$ cat config.mk
export PLATFORM = sky130hd
export DESIGN_NAME = clock_stop_powerdown_gating
export DESIGN_NICKNAME = d
export VERILOG_FILES = /design/src/logic/clk_gate_pkg.sv /design/src/logic/se_gate.sv /design/src/logic/diff_gate.sv /design/src/logic/clock_stop_powerdown_gating.sv
export SDC_FILE = /design/constraint.sdc
export NUM_CORES = 1
export LEC_CHECK = 0
export BUFFER_PORTS_ARGS = -buffer_cell sky130_fd_sc_hd__buf_2
export CAP_MARGIN = 20
export CELL_PAD_IN_SITES_DETAIL_PLACEMENT = 0
export CELL_PAD_IN_SITES_GLOBAL_PLACEMENT = 2
export CORE_MARGIN = 10
export CORE_UTILIZATION = 37
export CTS_BUF_LIST = sky130_fd_sc_hd__clkbuf_4 sky130_fd_sc_hd__clkbuf_8
export DETAILED_ROUTE_END_ITERATION = 10
export HOLD_SLACK_MARGIN = 0.03
export PLACE_DENSITY_LB_ADDON = 0.1
export SYNTH_ARGS = -nofsm -noshare
export SYNTH_HDL_FRONTEND = slang
export SYNTH_SLANG_ARGS = --single-unit
export TNS_END_PERCENT = 20
$ cat constraint.sdc
create_clock -name clk_sys -period 2.28 [get_ports clk_sys]
set_input_delay 0.456 -clock clk_sys [delete_from_list [all_inputs] [get_ports clk_sys]]
set_output_delay 0.456 -clock clk_sys [all_outputs]
set_load 0.1 [all_outputs]
$ cat src/logic/clk_gate_pkg.sv
// Constants and carrier types for the clock stop / power-down gating block.
// Assumes every generated clock reaches the block as a phase level on clk_sys.
// Operation
// - Free-running outputs ignore both the PCI stop pin and the PCI stop control bit.
// - PCI stop input is sampled on rising edges of the free PCI clock.
// - On PCI stop, PCI and stoppable free PCI clocks go low at next falling edge.
// - Then stoppable reference pair holds true high, or tristates, complement low.
// - PCI stop release, sampled on free PCI clock, restarts those clocks glitch-free.
// - PCI stop leaves processor, 66, 48 and crystal reference clocks running.
// - Processor stop input may be asserted at any time, asynchronously.
// - Processor stop holds stoppable processor pairs true high, complement low, or tristated.
// - Processor pairs resume glitch-free two to six processor periods after release.
// - Tristated processor pair is driven high promptly after processor stop release.
// - Power-down stops every clock before the oscillator turns off, restarts cleanly.
// - Power-down acts only after two consecutive complement rising edges see it low.
// - During power-down every single-ended clock goes low at its next falling edge.
// - Power-down holds pairs at complement falling edge; drive mode picks tristate legs.
// - After power-down release, stable clocks arrive within 1.8 ms.
// - With power-down tristate set, pair is driven high before clocking resumes.
// - Shared output carries the 66 MHz clock, or 48 MHz when selected.
// - Switching: low at 66 falling edge, at least 7.49 ns, then 48 rising edge.
// - Each processor pair and the reference pair have their own tristate choices.
// - A differential output with enable low is tristated regardless of other bits.
// - Each differential output has enable, power-down tri, stop tri, free-run bits.
// - Enabled output with both tristate bits low keeps its true leg driven; its complement leg still tristates in power-down.
// - Clearing PCI stop control bit stops outputs exactly like asserting the pin.
// - PCI stop released during resume delay lets reference pair run at delay end.

package clk_gate_pkg;

   localparam int unsigned CPU_N            = 3;
   localparam int unsigned PCI_N            = 7;
   localparam int unsigned FREE_PCI_CLOCK_N           = 3;
   localparam int unsigned C66_N            = 4;
   localparam int unsigned REF_N            = 2;

   localparam int unsigned SYS_CLK_KHZ      = 25000;
   localparam int unsigned PD_RESUME_US     = 1800;
   // strictly under the limit, so one cycle short of it
   localparam int unsigned PD_RESUME_CYC    = PD_RESUME_US * SYS_CLK_KHZ / 1000 - 1;
   localparam int unsigned SWITCH_LOW_PS    = 7490;
   localparam int unsigned SWITCH_LOW_CYC   =
      (SWITCH_LOW_PS * SYS_CLK_KHZ + 999999999) / 1000000000;
   localparam int unsigned CPU_RESUME_EDGES = 2;
   localparam int unsigned PD_CONFIRM_EDGES = 2;

   typedef enum logic [1:0] {
      SH_66      = 2'b00,
      SH_LOW_48  = 2'b01,
      SH_48      = 2'b10,
      SH_LOW_66  = 2'b11
   } shared_state_t;

   typedef struct packed {
      logic cpu;
      logic pci;
      logic c66;
      logic dot48;
      logic usb48;
      logic ref14;
   } src_phase_t;

   typedef struct packed {
      logic [CPU_N-1:0]  cpu_oe;
      logic [CPU_N-1:0]  cpu_pd_tri;
      logic [CPU_N-1:0]  cpu_stop_tri;
      logic [CPU_N-1:0]  cpu_free;
      logic              sref_oe;
      logic              sref_pd_tri;
      logic              diff_ref_halt_tristate_bit;
      logic              sref_free;
      logic              pci_stop_ctl;
      logic [PCI_N-1:0]  pci_oe;
      logic [FREE_PCI_CLOCK_N-1:0] free_pci_clock_oe;
      logic [FREE_PCI_CLOCK_N-1:0] free_pci_clock_stoppable;
      logic [C66_N-1:0]  c66_oe;
      logic              shared_oe;
      logic              shared_sel;
      logic              usb_oe;
      logic              dot_oe;
      logic [REF_N-1:0]  ref_oe;
   } clk_cfg_t;

   typedef struct packed {
      logic [PCI_N-1:0]  pci_clk;
      logic [FREE_PCI_CLOCK_N-1:0] free_pci_clock;
      logic [C66_N-1:0]  clk66_output;
      logic              shared_66_or_48_output;
      logic              usb48_clk;
      logic              dot_clock_48;
      logic [REF_N-1:0]  ref14_clk;
   } se_out_t;

   typedef struct packed {
      logic [CPU_N-1:0]  cpu_t;
      logic [CPU_N-1:0]  cpu_c;
      logic [CPU_N-1:0]  cpu_oe_t;
      logic [CPU_N-1:0]  cpu_oe_c;
      logic              sref_t;
      logic              sref_c;
      logic              sref_oe_t;
      logic              sref_oe_c;
   } diff_out_t;

endpackage

$ cat src/logic/se_gate.sv
// Glitch-free gate for a group of single-ended clocks sharing one phase.
// Assumes ph is a clk_sys-synchronous phase level of the source clock.
`timescale 1ns/1ns
`default_nettype none

module se_gate
#(
   parameter int unsigned W = 1
)
(
   // clock and reset
   input  wire logic         clk_sys,
   input  wire logic         nrst,
   // source and control
   input  wire logic         ph,
   input  wire logic [W-1:0] run,
   // gated clocks
   output var  logic [W-1:0] out_q,
   output var  logic [W-1:0] held_q
);

   logic [W-1:0] out_d;
   logic [W-1:0] held_d;

   // the hold only changes while the source is low: no runt high pulse
   always_comb
   begin
      held_d = ph ? held_q : ~run;
      out_d  = {W{ph}} & ~held_q;
   end

   always_ff @(posedge clk_sys or negedge nrst)
   begin
      if (!nrst)
      begin
         out_q  <= '0;
         held_q <= '1;
      end
      else
      begin
         out_q  <= out_d;
         held_q <= held_d;
      end
   end

endmodule

`default_nettype wire

$ cat src/logic/diff_gate.sv
// Glitch-free gate for a group of differential pairs sharing one phase.
// Assumes ph is the true-leg phase level, synchronous to clk_sys.
`timescale 1ns/1ns
`default_nettype none

module diff_gate
#(
   parameter int unsigned W = 1
)
(
   // clock and reset
   input  wire logic         clk_sys,
   input  wire logic         nrst,
   // source and control
   input  wire logic         ph,
   input  wire logic [W-1:0] en,
   input  wire logic [W-1:0] hold,
   input  wire logic [W-1:0] tri_t,
   input  wire logic [W-1:0] tri_c,
   // pair outputs
   output var  logic [W-1:0] t_q,
   output var  logic [W-1:0] c_q,
   output var  logic [W-1:0] oe_t_q,
   output var  logic [W-1:0] oe_c_q,
   output var  logic [W-1:0] held_q
);

   logic [W-1:0] held_d;
   logic [W-1:0] t_d;
   logic [W-1:0] c_d;
   logic [W-1:0] oe_t_d;
   logic [W-1:0] oe_c_d;

   // hold changes only while true is high (complement falling), so the
   // stopped level true-high matches and no glitch shows
   always_comb
   begin
      held_d = ph ? hold : held_q;
      t_d    = held_q | {W{ph}};
      c_d    = ~held_q & {W{~ph}};
      oe_t_d = en & ~(tri_t & held_q);
      oe_c_d = en & ~(tri_c & held_q);
   end

   always_ff @(posedge clk_sys or negedge nrst)
   begin
      if (!nrst)
      begin
         held_q <= '1;
         t_q    <= '1;
         c_q    <= '0;
         oe_t_q <= '0;
         oe_c_q <= '0;
      end
      else
      begin
         held_q <= held_d;
         t_q    <= t_d;
         c_q    <= c_d;
         oe_t_q <= oe_t_d;
         oe_c_q <= oe_c_d;
      end
   end

endmodule

`default_nettype wire

$ cat src/logic/clock_stop_powerdown_gating.sv
// Output gating for the stop and power-down pins of the clock generator.
// Assumes the synthesizer delivers each clock as a clk_sys phase level and
// the chipset drives the three control pins asynchronously.
`timescale 1ns/1ns
`default_nettype none

module clock_stop_powerdown_gating
   import clk_gate_pkg::*;
#(
   parameter int unsigned PD_RESUME_CYCLES = PD_RESUME_CYC
)
(
   // clock and reset
   input  wire logic        clk_sys,
   input  wire logic        nrst,
   // control pins, asynchronous, active low
   input  wire logic        pci_stop_n,
   input  wire logic        cpu_stop_n,
   input  wire logic        power_down_n,
   // source clock phases and configuration bits
   input  wire src_phase_t  phase,
   input  wire clk_cfg_t    cfg,
   // gated clocks
   output wire se_out_t     se_out,
   output wire diff_out_t   diff_out,
   // status
   output var  logic        osc_enable_q,
   output var  logic        pd_active_q,
   output var  logic        cpu_stop_q,
   output var  logic        pci_stop_q
);

   // pin synchronisers
   logic [2:0]          pin_meta_q;
   logic [2:0]          pin_sync_q;
   logic                pci_pin;
   logic                cpu_pin;
   logic                pd_pin;

   // phase history for edge detection
   logic                cpu_prev_q;
   logic                pci_prev_q;
   logic                c66_prev_q;
   logic                dot_prev_q;
   logic                cpu_rise;
   logic                cpu_c_rise;
   logic                pci_rise;
   logic                c66_rise;
   logic                dot_rise;

   // control state
   logic                pci_stop_d;
   logic                pci_latched_q;
   logic                pci_latched_d;
   logic                cpu_stop_d;
   logic [1:0]          cpu_cnt_q;
   logic [1:0]          cpu_cnt_d;
   logic                pd_active_d;
   logic [1:0]          pd_cnt_q;
   logic [1:0]          pd_cnt_d;
   logic [31:0]         resume_q;
   logic [31:0]         resume_d;
   logic                osc_enable_d;
   logic                pd_low;

   // shared output switch
   shared_state_t       sh_state_q;
   shared_state_t       sh_state_d;
   logic [2:0]          sh_cnt_q;
   logic [2:0]          sh_cnt_d;
   logic                shared_ph;

   // gate controls
   logic [PCI_N-1:0]    pci_run;
   logic [FREE_PCI_CLOCK_N-1:0]   free_pci_clock_run;
   logic [C66_N-1:0]    c66_run;
   logic [REF_N-1:0]    ref_run;
   logic                shared_run;
   logic                usb_run;
   logic                dot_run;
   logic [CPU_N-1:0]    cpu_hold;
   logic [CPU_N-1:0]    cpu_tri_t;
   logic [CPU_N-1:0]    cpu_tri_c;
   logic                sref_hold;
   logic                sref_tri_t;
   logic                sref_tri_c;
   logic                sref_stop_tri;

   // hold flags from the cells
   logic [PCI_N-1:0]    pci_held;
   logic [FREE_PCI_CLOCK_N-1:0]   free_pci_clock_held;
   logic [C66_N-1:0]    c66_held;
   logic [REF_N-1:0]    ref_held;
   logic                shared_held;
   logic                usb_held;
   logic                dot_held;
   logic [CPU_N-1:0]    cpu_held;
   logic                sref_held;
   logic                all_held;

   // ---------------------------------------------------------------
   // two flip-flops per pin; only the second stage is read
   always_ff @(posedge clk_sys or negedge nrst)
   begin
      if (!nrst)
      begin
         pin_meta_q <= 3'h7;
         pin_sync_q <= 3'h7;
      end
      else
      begin
         pin_meta_q <= {pci_stop_n, cpu_stop_n, power_down_n};
         pin_sync_q <= pin_meta_q;
      end
   end

   assign pci_pin = pin_sync_q[2];
   assign cpu_pin = pin_sync_q[1];
   assign pd_pin  = pin_sync_q[0];

   assign cpu_rise   = phase.cpu & ~cpu_prev_q;
   assign cpu_c_rise = ~phase.cpu & cpu_prev_q;
   assign pci_rise   = phase.pci & ~pci_prev_q;
   assign c66_rise   = phase.c66 & ~c66_prev_q;
   assign dot_rise   = phase.dot48 & ~dot_prev_q;
   assign pd_low     = pd_active_q & ~pd_pin;

   // ---------------------------------------------------------------
   // stop and power-down sequencing
   always_comb
   begin
      // pin and control bit act alike, sampled on free PCI rising edge
      pci_stop_d = pci_stop_q;
      if (pci_rise)
      begin
         pci_stop_d = ~pci_pin | ~cfg.pci_stop_ctl;
      end

      // the reference pair waits until the PCI clocks have gone low
      pci_latched_d = pci_stop_q & (pci_latched_q | ~phase.pci);

      // stop takes effect at once; release waits for processor edges
      cpu_stop_d = cpu_stop_q;
      cpu_cnt_d  = cpu_cnt_q;
      if (!cpu_pin)
      begin
         cpu_stop_d = 1'b1;
         cpu_cnt_d  = 2'h0;
      end
      else if (cpu_stop_q && cpu_rise)
      begin
         cpu_cnt_d = cpu_cnt_q + 2'h1;
         if (cpu_cnt_d == 2'(CPU_RESUME_EDGES))
         begin
            cpu_stop_d = 1'b0;
            cpu_cnt_d  = 2'h0;
         end
      end

      // power-down: confirm on complement edges, hold through resume delay
      pd_active_d = pd_active_q;
      pd_cnt_d    = pd_cnt_q;
      resume_d    = resume_q;
      if (!pd_pin)
      begin
         resume_d = 32'h0;
         if (!pd_active_q && cpu_c_rise)
         begin
            pd_cnt_d = pd_cnt_q + 2'h1;
            if (pd_cnt_d == 2'(PD_CONFIRM_EDGES))
            begin
               pd_active_d = 1'b1;
               pd_cnt_d    = 2'h0;
            end
         end
      end
      else
      begin
         pd_cnt_d = 2'h0;
         if (pd_active_q)
         begin
            resume_d = resume_q + 32'h1;
            if (resume_q == 32'(PD_RESUME_CYCLES))
            begin
               pd_active_d = 1'b0;
               resume_d    = 32'h0;
            end
         end
      end

      // oscillator goes off only once every output is parked
      osc_enable_d = ~(pd_low & all_held);
   end

   always_ff @(posedge clk_sys or negedge nrst)
   begin
      if (!nrst)
      begin
         cpu_prev_q    <= 1'b0;
         pci_prev_q    <= 1'b0;
         c66_prev_q    <= 1'b0;
         dot_prev_q    <= 1'b0;
         pci_stop_q    <= 1'b0;
         pci_latched_q <= 1'b0;
         cpu_stop_q    <= 1'b0;
         cpu_cnt_q     <= 2'h0;
         pd_active_q   <= 1'b0;
         pd_cnt_q      <= 2'h0;
         resume_q      <= 32'h0;
         osc_enable_q  <= 1'b1;
      end
      else
      begin
         cpu_prev_q    <= phase.cpu;
         pci_prev_q    <= phase.pci;
         c66_prev_q    <= phase.c66;
         dot_prev_q    <= phase.dot48;
         pci_stop_q    <= pci_stop_d;
         pci_latched_q <= pci_latched_d;
         cpu_stop_q    <= cpu_stop_d;
         cpu_cnt_q     <= cpu_cnt_d;
         pd_active_q   <= pd_active_d;
         pd_cnt_q      <= pd_cnt_d;
         resume_q      <= resume_d;
         osc_enable_q  <= osc_enable_d;
      end
   end

   // ---------------------------------------------------------------
   // shared output: 66 by default, 48 when selected, low gap between
   always_comb
   begin
      sh_state_d = sh_state_q;
      sh_cnt_d   = sh_cnt_q;
      shared_ph  = 1'b0;
      case (sh_state_q)
         SH_66:
         begin
            shared_ph = phase.c66;
            if (cfg.shared_sel && !phase.c66)
            begin
               sh_state_d = SH_LOW_48;
               sh_cnt_d   = 3'h0;
            end
         end
         SH_LOW_48:
         begin
            if (sh_cnt_q < 3'(SWITCH_LOW_CYC))
            begin
               sh_cnt_d = sh_cnt_q + 3'h1;
            end
            else if (dot_rise)
            begin
               sh_state_d = SH_48;
               shared_ph  = 1'b1;
            end
         end
         SH_48:
         begin
            shared_ph = phase.dot48;
            if (!cfg.shared_sel && !phase.dot48)
            begin
               sh_state_d = SH_LOW_66;
               sh_cnt_d   = 3'h0;
            end
         end
         default:
         begin
            // same low gap on the way back, ended by a 66 rising edge
            if (sh_cnt_q < 3'(SWITCH_LOW_CYC))
            begin
               sh_cnt_d = sh_cnt_q + 3'h1;
            end
            else if (c66_rise)
            begin
               sh_state_d = SH_66;
               shared_ph  = 1'b1;
            end
         end
      endcase
   end

   always_ff @(posedge clk_sys or negedge nrst)
   begin
      if (!nrst)
      begin
         sh_state_q <= SH_66;
         sh_cnt_q   <= 3'h0;
      end
      else
      begin
         sh_state_q <= sh_state_d;
         sh_cnt_q   <= sh_cnt_d;
      end
   end

   // ---------------------------------------------------------------
   // run and hold requests per output group
   always_comb
   begin
      pci_run    = cfg.pci_oe & ~{PCI_N{pci_stop_q | pd_active_q}};
      free_pci_clock_run   = cfg.free_pci_clock_oe & ~{FREE_PCI_CLOCK_N{pd_active_q}}
                 & ~(cfg.free_pci_clock_stoppable & {FREE_PCI_CLOCK_N{pci_stop_q}});
      // PCI stop is deliberately absent from these groups
      c66_run    = cfg.c66_oe & ~{C66_N{pd_active_q}};
      ref_run    = cfg.ref_oe & ~{REF_N{pd_active_q}};
      shared_run = cfg.shared_oe & ~pd_active_q;
      usb_run    = cfg.usb_oe & ~pd_active_q;
      dot_run    = cfg.dot_oe & ~pd_active_q;

      // tristate requests drop as soon as the pin releases, so the pair
      // is driven high while the hold still waits for its resume edges
      cpu_hold   = {CPU_N{pd_active_q}} | ({CPU_N{cpu_stop_q}} & ~cfg.cpu_free);
      cpu_tri_t  = ({CPU_N{pd_low}} & cfg.cpu_pd_tri)
                 | ({CPU_N{~cpu_pin}} & cfg.cpu_stop_tri & ~cfg.cpu_free);
      cpu_tri_c  = {CPU_N{pd_low}}
                 | ({CPU_N{~cpu_pin}} & cfg.cpu_stop_tri & ~cfg.cpu_free);

      sref_stop_tri = pci_latched_q & ~cfg.sref_free & cfg.diff_ref_halt_tristate_bit
                    & (~pci_pin | ~cfg.pci_stop_ctl);
      sref_hold  = pd_active_q | (pci_latched_q & ~cfg.sref_free);
      sref_tri_t = (pd_low & cfg.sref_pd_tri) | sref_stop_tri;
      sref_tri_c = pd_low | sref_stop_tri;

      all_held   = (&pci_held) & (&free_pci_clock_held) & (&c66_held) & (&ref_held)
                 & shared_held & usb_held & dot_held & (&cpu_held) & sref_held;
   end

   // ---------------------------------------------------------------
   // gate cells
   se_gate #(.W(PCI_N)) u_pci
   (
      .clk_sys (clk_sys),
      .nrst    (nrst),
      .ph      (phase.pci),
      .run     (pci_run),
      .out_q   (se_out.pci_clk),
      .held_q  (pci_held)
   );

   se_gate #(.W(FREE_PCI_CLOCK_N)) u_free_pci_clock
   (
      .clk_sys (clk_sys),
      .nrst    (nrst),
      .ph      (phase.pci),
      .run     (free_pci_clock_run),
      .out_q   (se_out.free_pci_clock),
      .held_q  (free_pci_clock_held)
   );

   se_gate #(.W(C66_N)) u_c66
   (
      .clk_sys (clk_sys),
      .nrst    (nrst),
      .ph      (phase.c66),
      .run     (c66_run),
      .out_q   (se_out.clk66_output),
      .held_q  (c66_held)
   );

   se_gate #(.W(1)) u_shared
   (
      .clk_sys (clk_sys),
      .nrst    (nrst),
      .ph      (shared_ph),
      .run     (shared_run),
      .out_q   (se_out.shared_66_or_48_output),
      .held_q  (shared_held)
   );

   se_gate #(.W(1)) u_usb
   (
      .clk_sys (clk_sys),
      .nrst    (nrst),
      .ph      (phase.usb48),
      .run     (usb_run),
      .out_q   (se_out.usb48_clk),
      .held_q  (usb_held)
   );

   se_gate #(.W(1)) u_dot
   (
      .clk_sys (clk_sys),
      .nrst    (nrst),
      .ph      (phase.dot48),
      .run     (dot_run),
      .out_q   (se_out.dot_clock_48),
      .held_q  (dot_held)
   );

   se_gate #(.W(REF_N)) u_ref
   (
      .clk_sys (clk_sys),
      .nrst    (nrst),
      .ph      (phase.ref14),
      .run     (ref_run),
      .out_q   (se_out.ref14_clk),
      .held_q  (ref_held)
   );

   diff_gate #(.W(CPU_N)) u_cpu
   (
      .clk_sys (clk_sys),
      .nrst    (nrst),
      .ph      (phase.cpu),
      .en      (cfg.cpu_oe),
      .hold    (cpu_hold),
      .tri_t   (cpu_tri_t),
      .tri_c   (cpu_tri_c),
      .t_q     (diff_out.cpu_t),
      .c_q     (diff_out.cpu_c),
      .oe_t_q  (diff_out.cpu_oe_t),
      .oe_c_q  (diff_out.cpu_oe_c),
      .held_q  (cpu_held)
   );

   // reference pair parks on processor edges so it meets the power-down timing
   diff_gate #(.W(1)) u_sref
   (
      .clk_sys (clk_sys),
      .nrst    (nrst),
      .ph      (phase.cpu),
      .en      (cfg.sref_oe),
      .hold    (sref_hold),
      .tri_t   (sref_tri_t),
      .tri_c   (sref_tri_c),
      .t_q     (diff_out.sref_t),
      .c_q     (diff_out.sref_c),
      .oe_t_q  (diff_out.sref_oe_t),
      .oe_c_q  (diff_out.sref_oe_c),
      .held_q  (sref_held)
   );

endmodule

`default_nettype wire

==> impl_metrics.toml <==
[timing]
setup_viol_count_final = 0
worst_slew_pin_slew_ps = 555
rsz0062_at_grt = "false"
timing.setup.tns_ps = 0
worst_hold_slack_ps = 122
fin_skew_ps = 10.1
post-route-min-period_ps = 2120
hold_violations = 0
max_clock_freq_ghz = 0.472
slew_headroom_pct = 62.5
fin_crit_sh_pct = 93.0
slew_violations = 0

[die]
rows = 42
coreArea_mm2 = 0.0132
die_h_um = 136
ioPinCount = 90
dieArea_mm2 = 0.0184
die_width_um = 136
start_util_pct = 37.5

[logic_synthesis]
syn_nets = 505
async_flop_share_pct = 100
yosys.area.top_type = "dfrtp_1"
yosys-top-cells-area = "dfrtp_1 (40%), dfstp_2 (18%), nand3_1 (2.9%), nor2b_1 (2.7%), a21oi_1 (2.4%)"
syn_area_mm2 = 0.00495
yosysWarnings = 0
synthFlopType = "dfrtp_1"
synth_cell_types = 54
syn_avg_cell_area_um2 = 11.0
synth_seq_cells = 114
ys_seq_area_share_pct = 58.5
synth_edf_count = 0
syn_inst = 449
synth.top_cell.area_share_pct = 40.5

[clocking]
postCtsSetupBuffers = 0
numClockSinks = 114
htreeDepth = 4
root_buffer = "clkbuf_8"
clk_pin_slew_ps = 70
clk_latency_ps = 430
tritoncts = "built"
clock_path_buffers = 2
cts_buffers = 17

[global_routing]
grt_pass1_wl_um = 20600
grtUsageTotal_pct = 14.3
grt_overflow_total = 0
grt_pass1_vias = 3928
grt_max_degree = 49
antenna_found_initial = 0

[place]
dp_hpwl_um = 9190
gp_congestion = 0.798
io_buffer_count = 89

[worst_hold_path]
worst_hold_path_type = "in2reg"

[setup_path]
cp-end-kind = "register"
cp.arrival_ps = 2420
worstPathMaxFanout = 19
cp-start-kind = "register"
critPathRequiredTime_ps = 2580
path_class = "reg2reg"

[power]
leakage_nw = 2.83
cellPowerDensity_mw_per_mm2 = 787
ir_drop_mv = 0.601
finalPower_mw = 4.82

[layout]
drive_above_1_share_pct = 33.5
syn_to_final_growth_pct = 24.0
fin_util_pct = 46.5
nNetsFinal = 616
antennaDiodeCount = 0
final_cell_mix = "buf_2 (88), dfrtp_1 (80), dfstp_2 (34)"
layout_commonest_cell = "buf_2"

[drt]
first_iter_violations = 185
drtPass1Iterations = 4
drc = 0
final_antenna_net_count = 0
avgViaCountPerCell = 5.14
vias = 3852
wl_per_cell_um = 16.8
postRouteWirelength_um = 12600

[job]
cap_violations = 0

[run_status]
outcome = "finished clean"
-- repair_timing --
action                     CTS  global route
setup endpoints to repair    0             1
hold endpoints to repair    18             0
resized for setup            0             3
hold buffers                 1             0
-- synthesized netlist by cell type (9+ instances only) --
master and count:
o31ai_1 15, dfstp_2 34, inv_1 13, nor2_1 32, nor2b_1 21, dfrtp_1 80
nor3b_1 10, nand3_1 29, nand4_1 15, nand2_1 29, o21ai_0 9, a31oi_1 16
and3_1 14, a21oi_1 24, o211ai_1 11
-- final timing paths --
path,start,to,slack (ps),depth (start not counted)
setup / recovery,resume_q[24]$_DFFE_PN0P_,resume_q[31]$_DFFE_PN0P_,160,6
hold / removal,cpu_stop_n,pin_meta_q[1]$_DFF_PN1_,120,1
setup reg to reg,resume_q[24]$_DFFE_PN0P_,resume_q[31]$_DFFE_PN0P_,160,6
hold reg to reg,pin_meta_q[2]$_DFF_PN1_,pin_sync_q[2]$_DFF_PN1_,360,0
max in group asynchronous,nrst,pin_meta_q[1]$_DFF_PN1_,1120,3
min in group asynchronous,nrst,u_cpu.oe_c_q[1]$_DFF_PN0_,500,2
-- critical path, cell delays in order (launching register included) --
cell      delay [ps]
dfrtp_1          420
or4_4            560
nor4_4           340
a31oi_2          180
buf_6            210
o311ai_0         130
o211ai_2         140
-- area by class of cell --
cell class | instances | area [um^2]
clock buffers | 20 | 269
clock inverters | 12 | 156
fillers | 1290 | 7060
inverters | 14 | 52.6
multi-input cells | 302 | 1890
flip-flops and latches | 114 | 2900
well taps | 176 | 220
repair buffers | 111 | 644
-- cells by family after synthesis --
family                     share of synthesized area [%]
xor gates and xnor gates                            1.24
and+or+nand+nor                                     22.4
muxes                                               1.04
AOI/OAI and AO/OA                                   12.1
DFF                                                 58.5
buffers and inverters                               3.41
adders and majority gates                           1.26
-- state kept, by name, summed over array words and instances (netlist names), 4 cells and up --
name and cells:
resume_q 32, u_pci.out_q 7, u_c66.held_q 4, u_c66.out_q 4, u_pci.held_q 7
-- metrics by stage --
| step | cells | worst slack [ps] | cell area, um^2 |
|---|---|---|---|
| final | 749 | 160 | 6130 |
| after floorplan | 449 | 6.18 | 4950 |
| after global routing | 749 | 41.5 | 6130 |
| after CTS | 749 | 119 | 6120 |
| after detailed placement | 716 | 114 | 5680 |
| after global placement | 716 | 147 | 5680 |
-- where the power goes --
group | switching, mW | leakage (nW) | internal, mW
Sequential | 0.0531 | 1.43 | 2.11
Combinational | 0.419 | 1.19 | 0.246
Clock | 0.848 | 0.205 | 1.15
Total | 1.32 | 2.83 | 3.51
-- routing by layer --
| layer | vias to the layer above | global-route usage [%] | share of wire [%] |
|---|---|---|---|
| met5 | - | 0 | 0 |
| met4 | 0 | 4.78 | 1.1 |
| met3 | 10 | 5.42 | 6.5 |
| met2 | 82 | 23.1 | 49 |
| met1 | 1904 | 17.0 | 44 |
| li1 | 1856 | - | - |
Note: power is estimated with default switching activity, not from simulation.
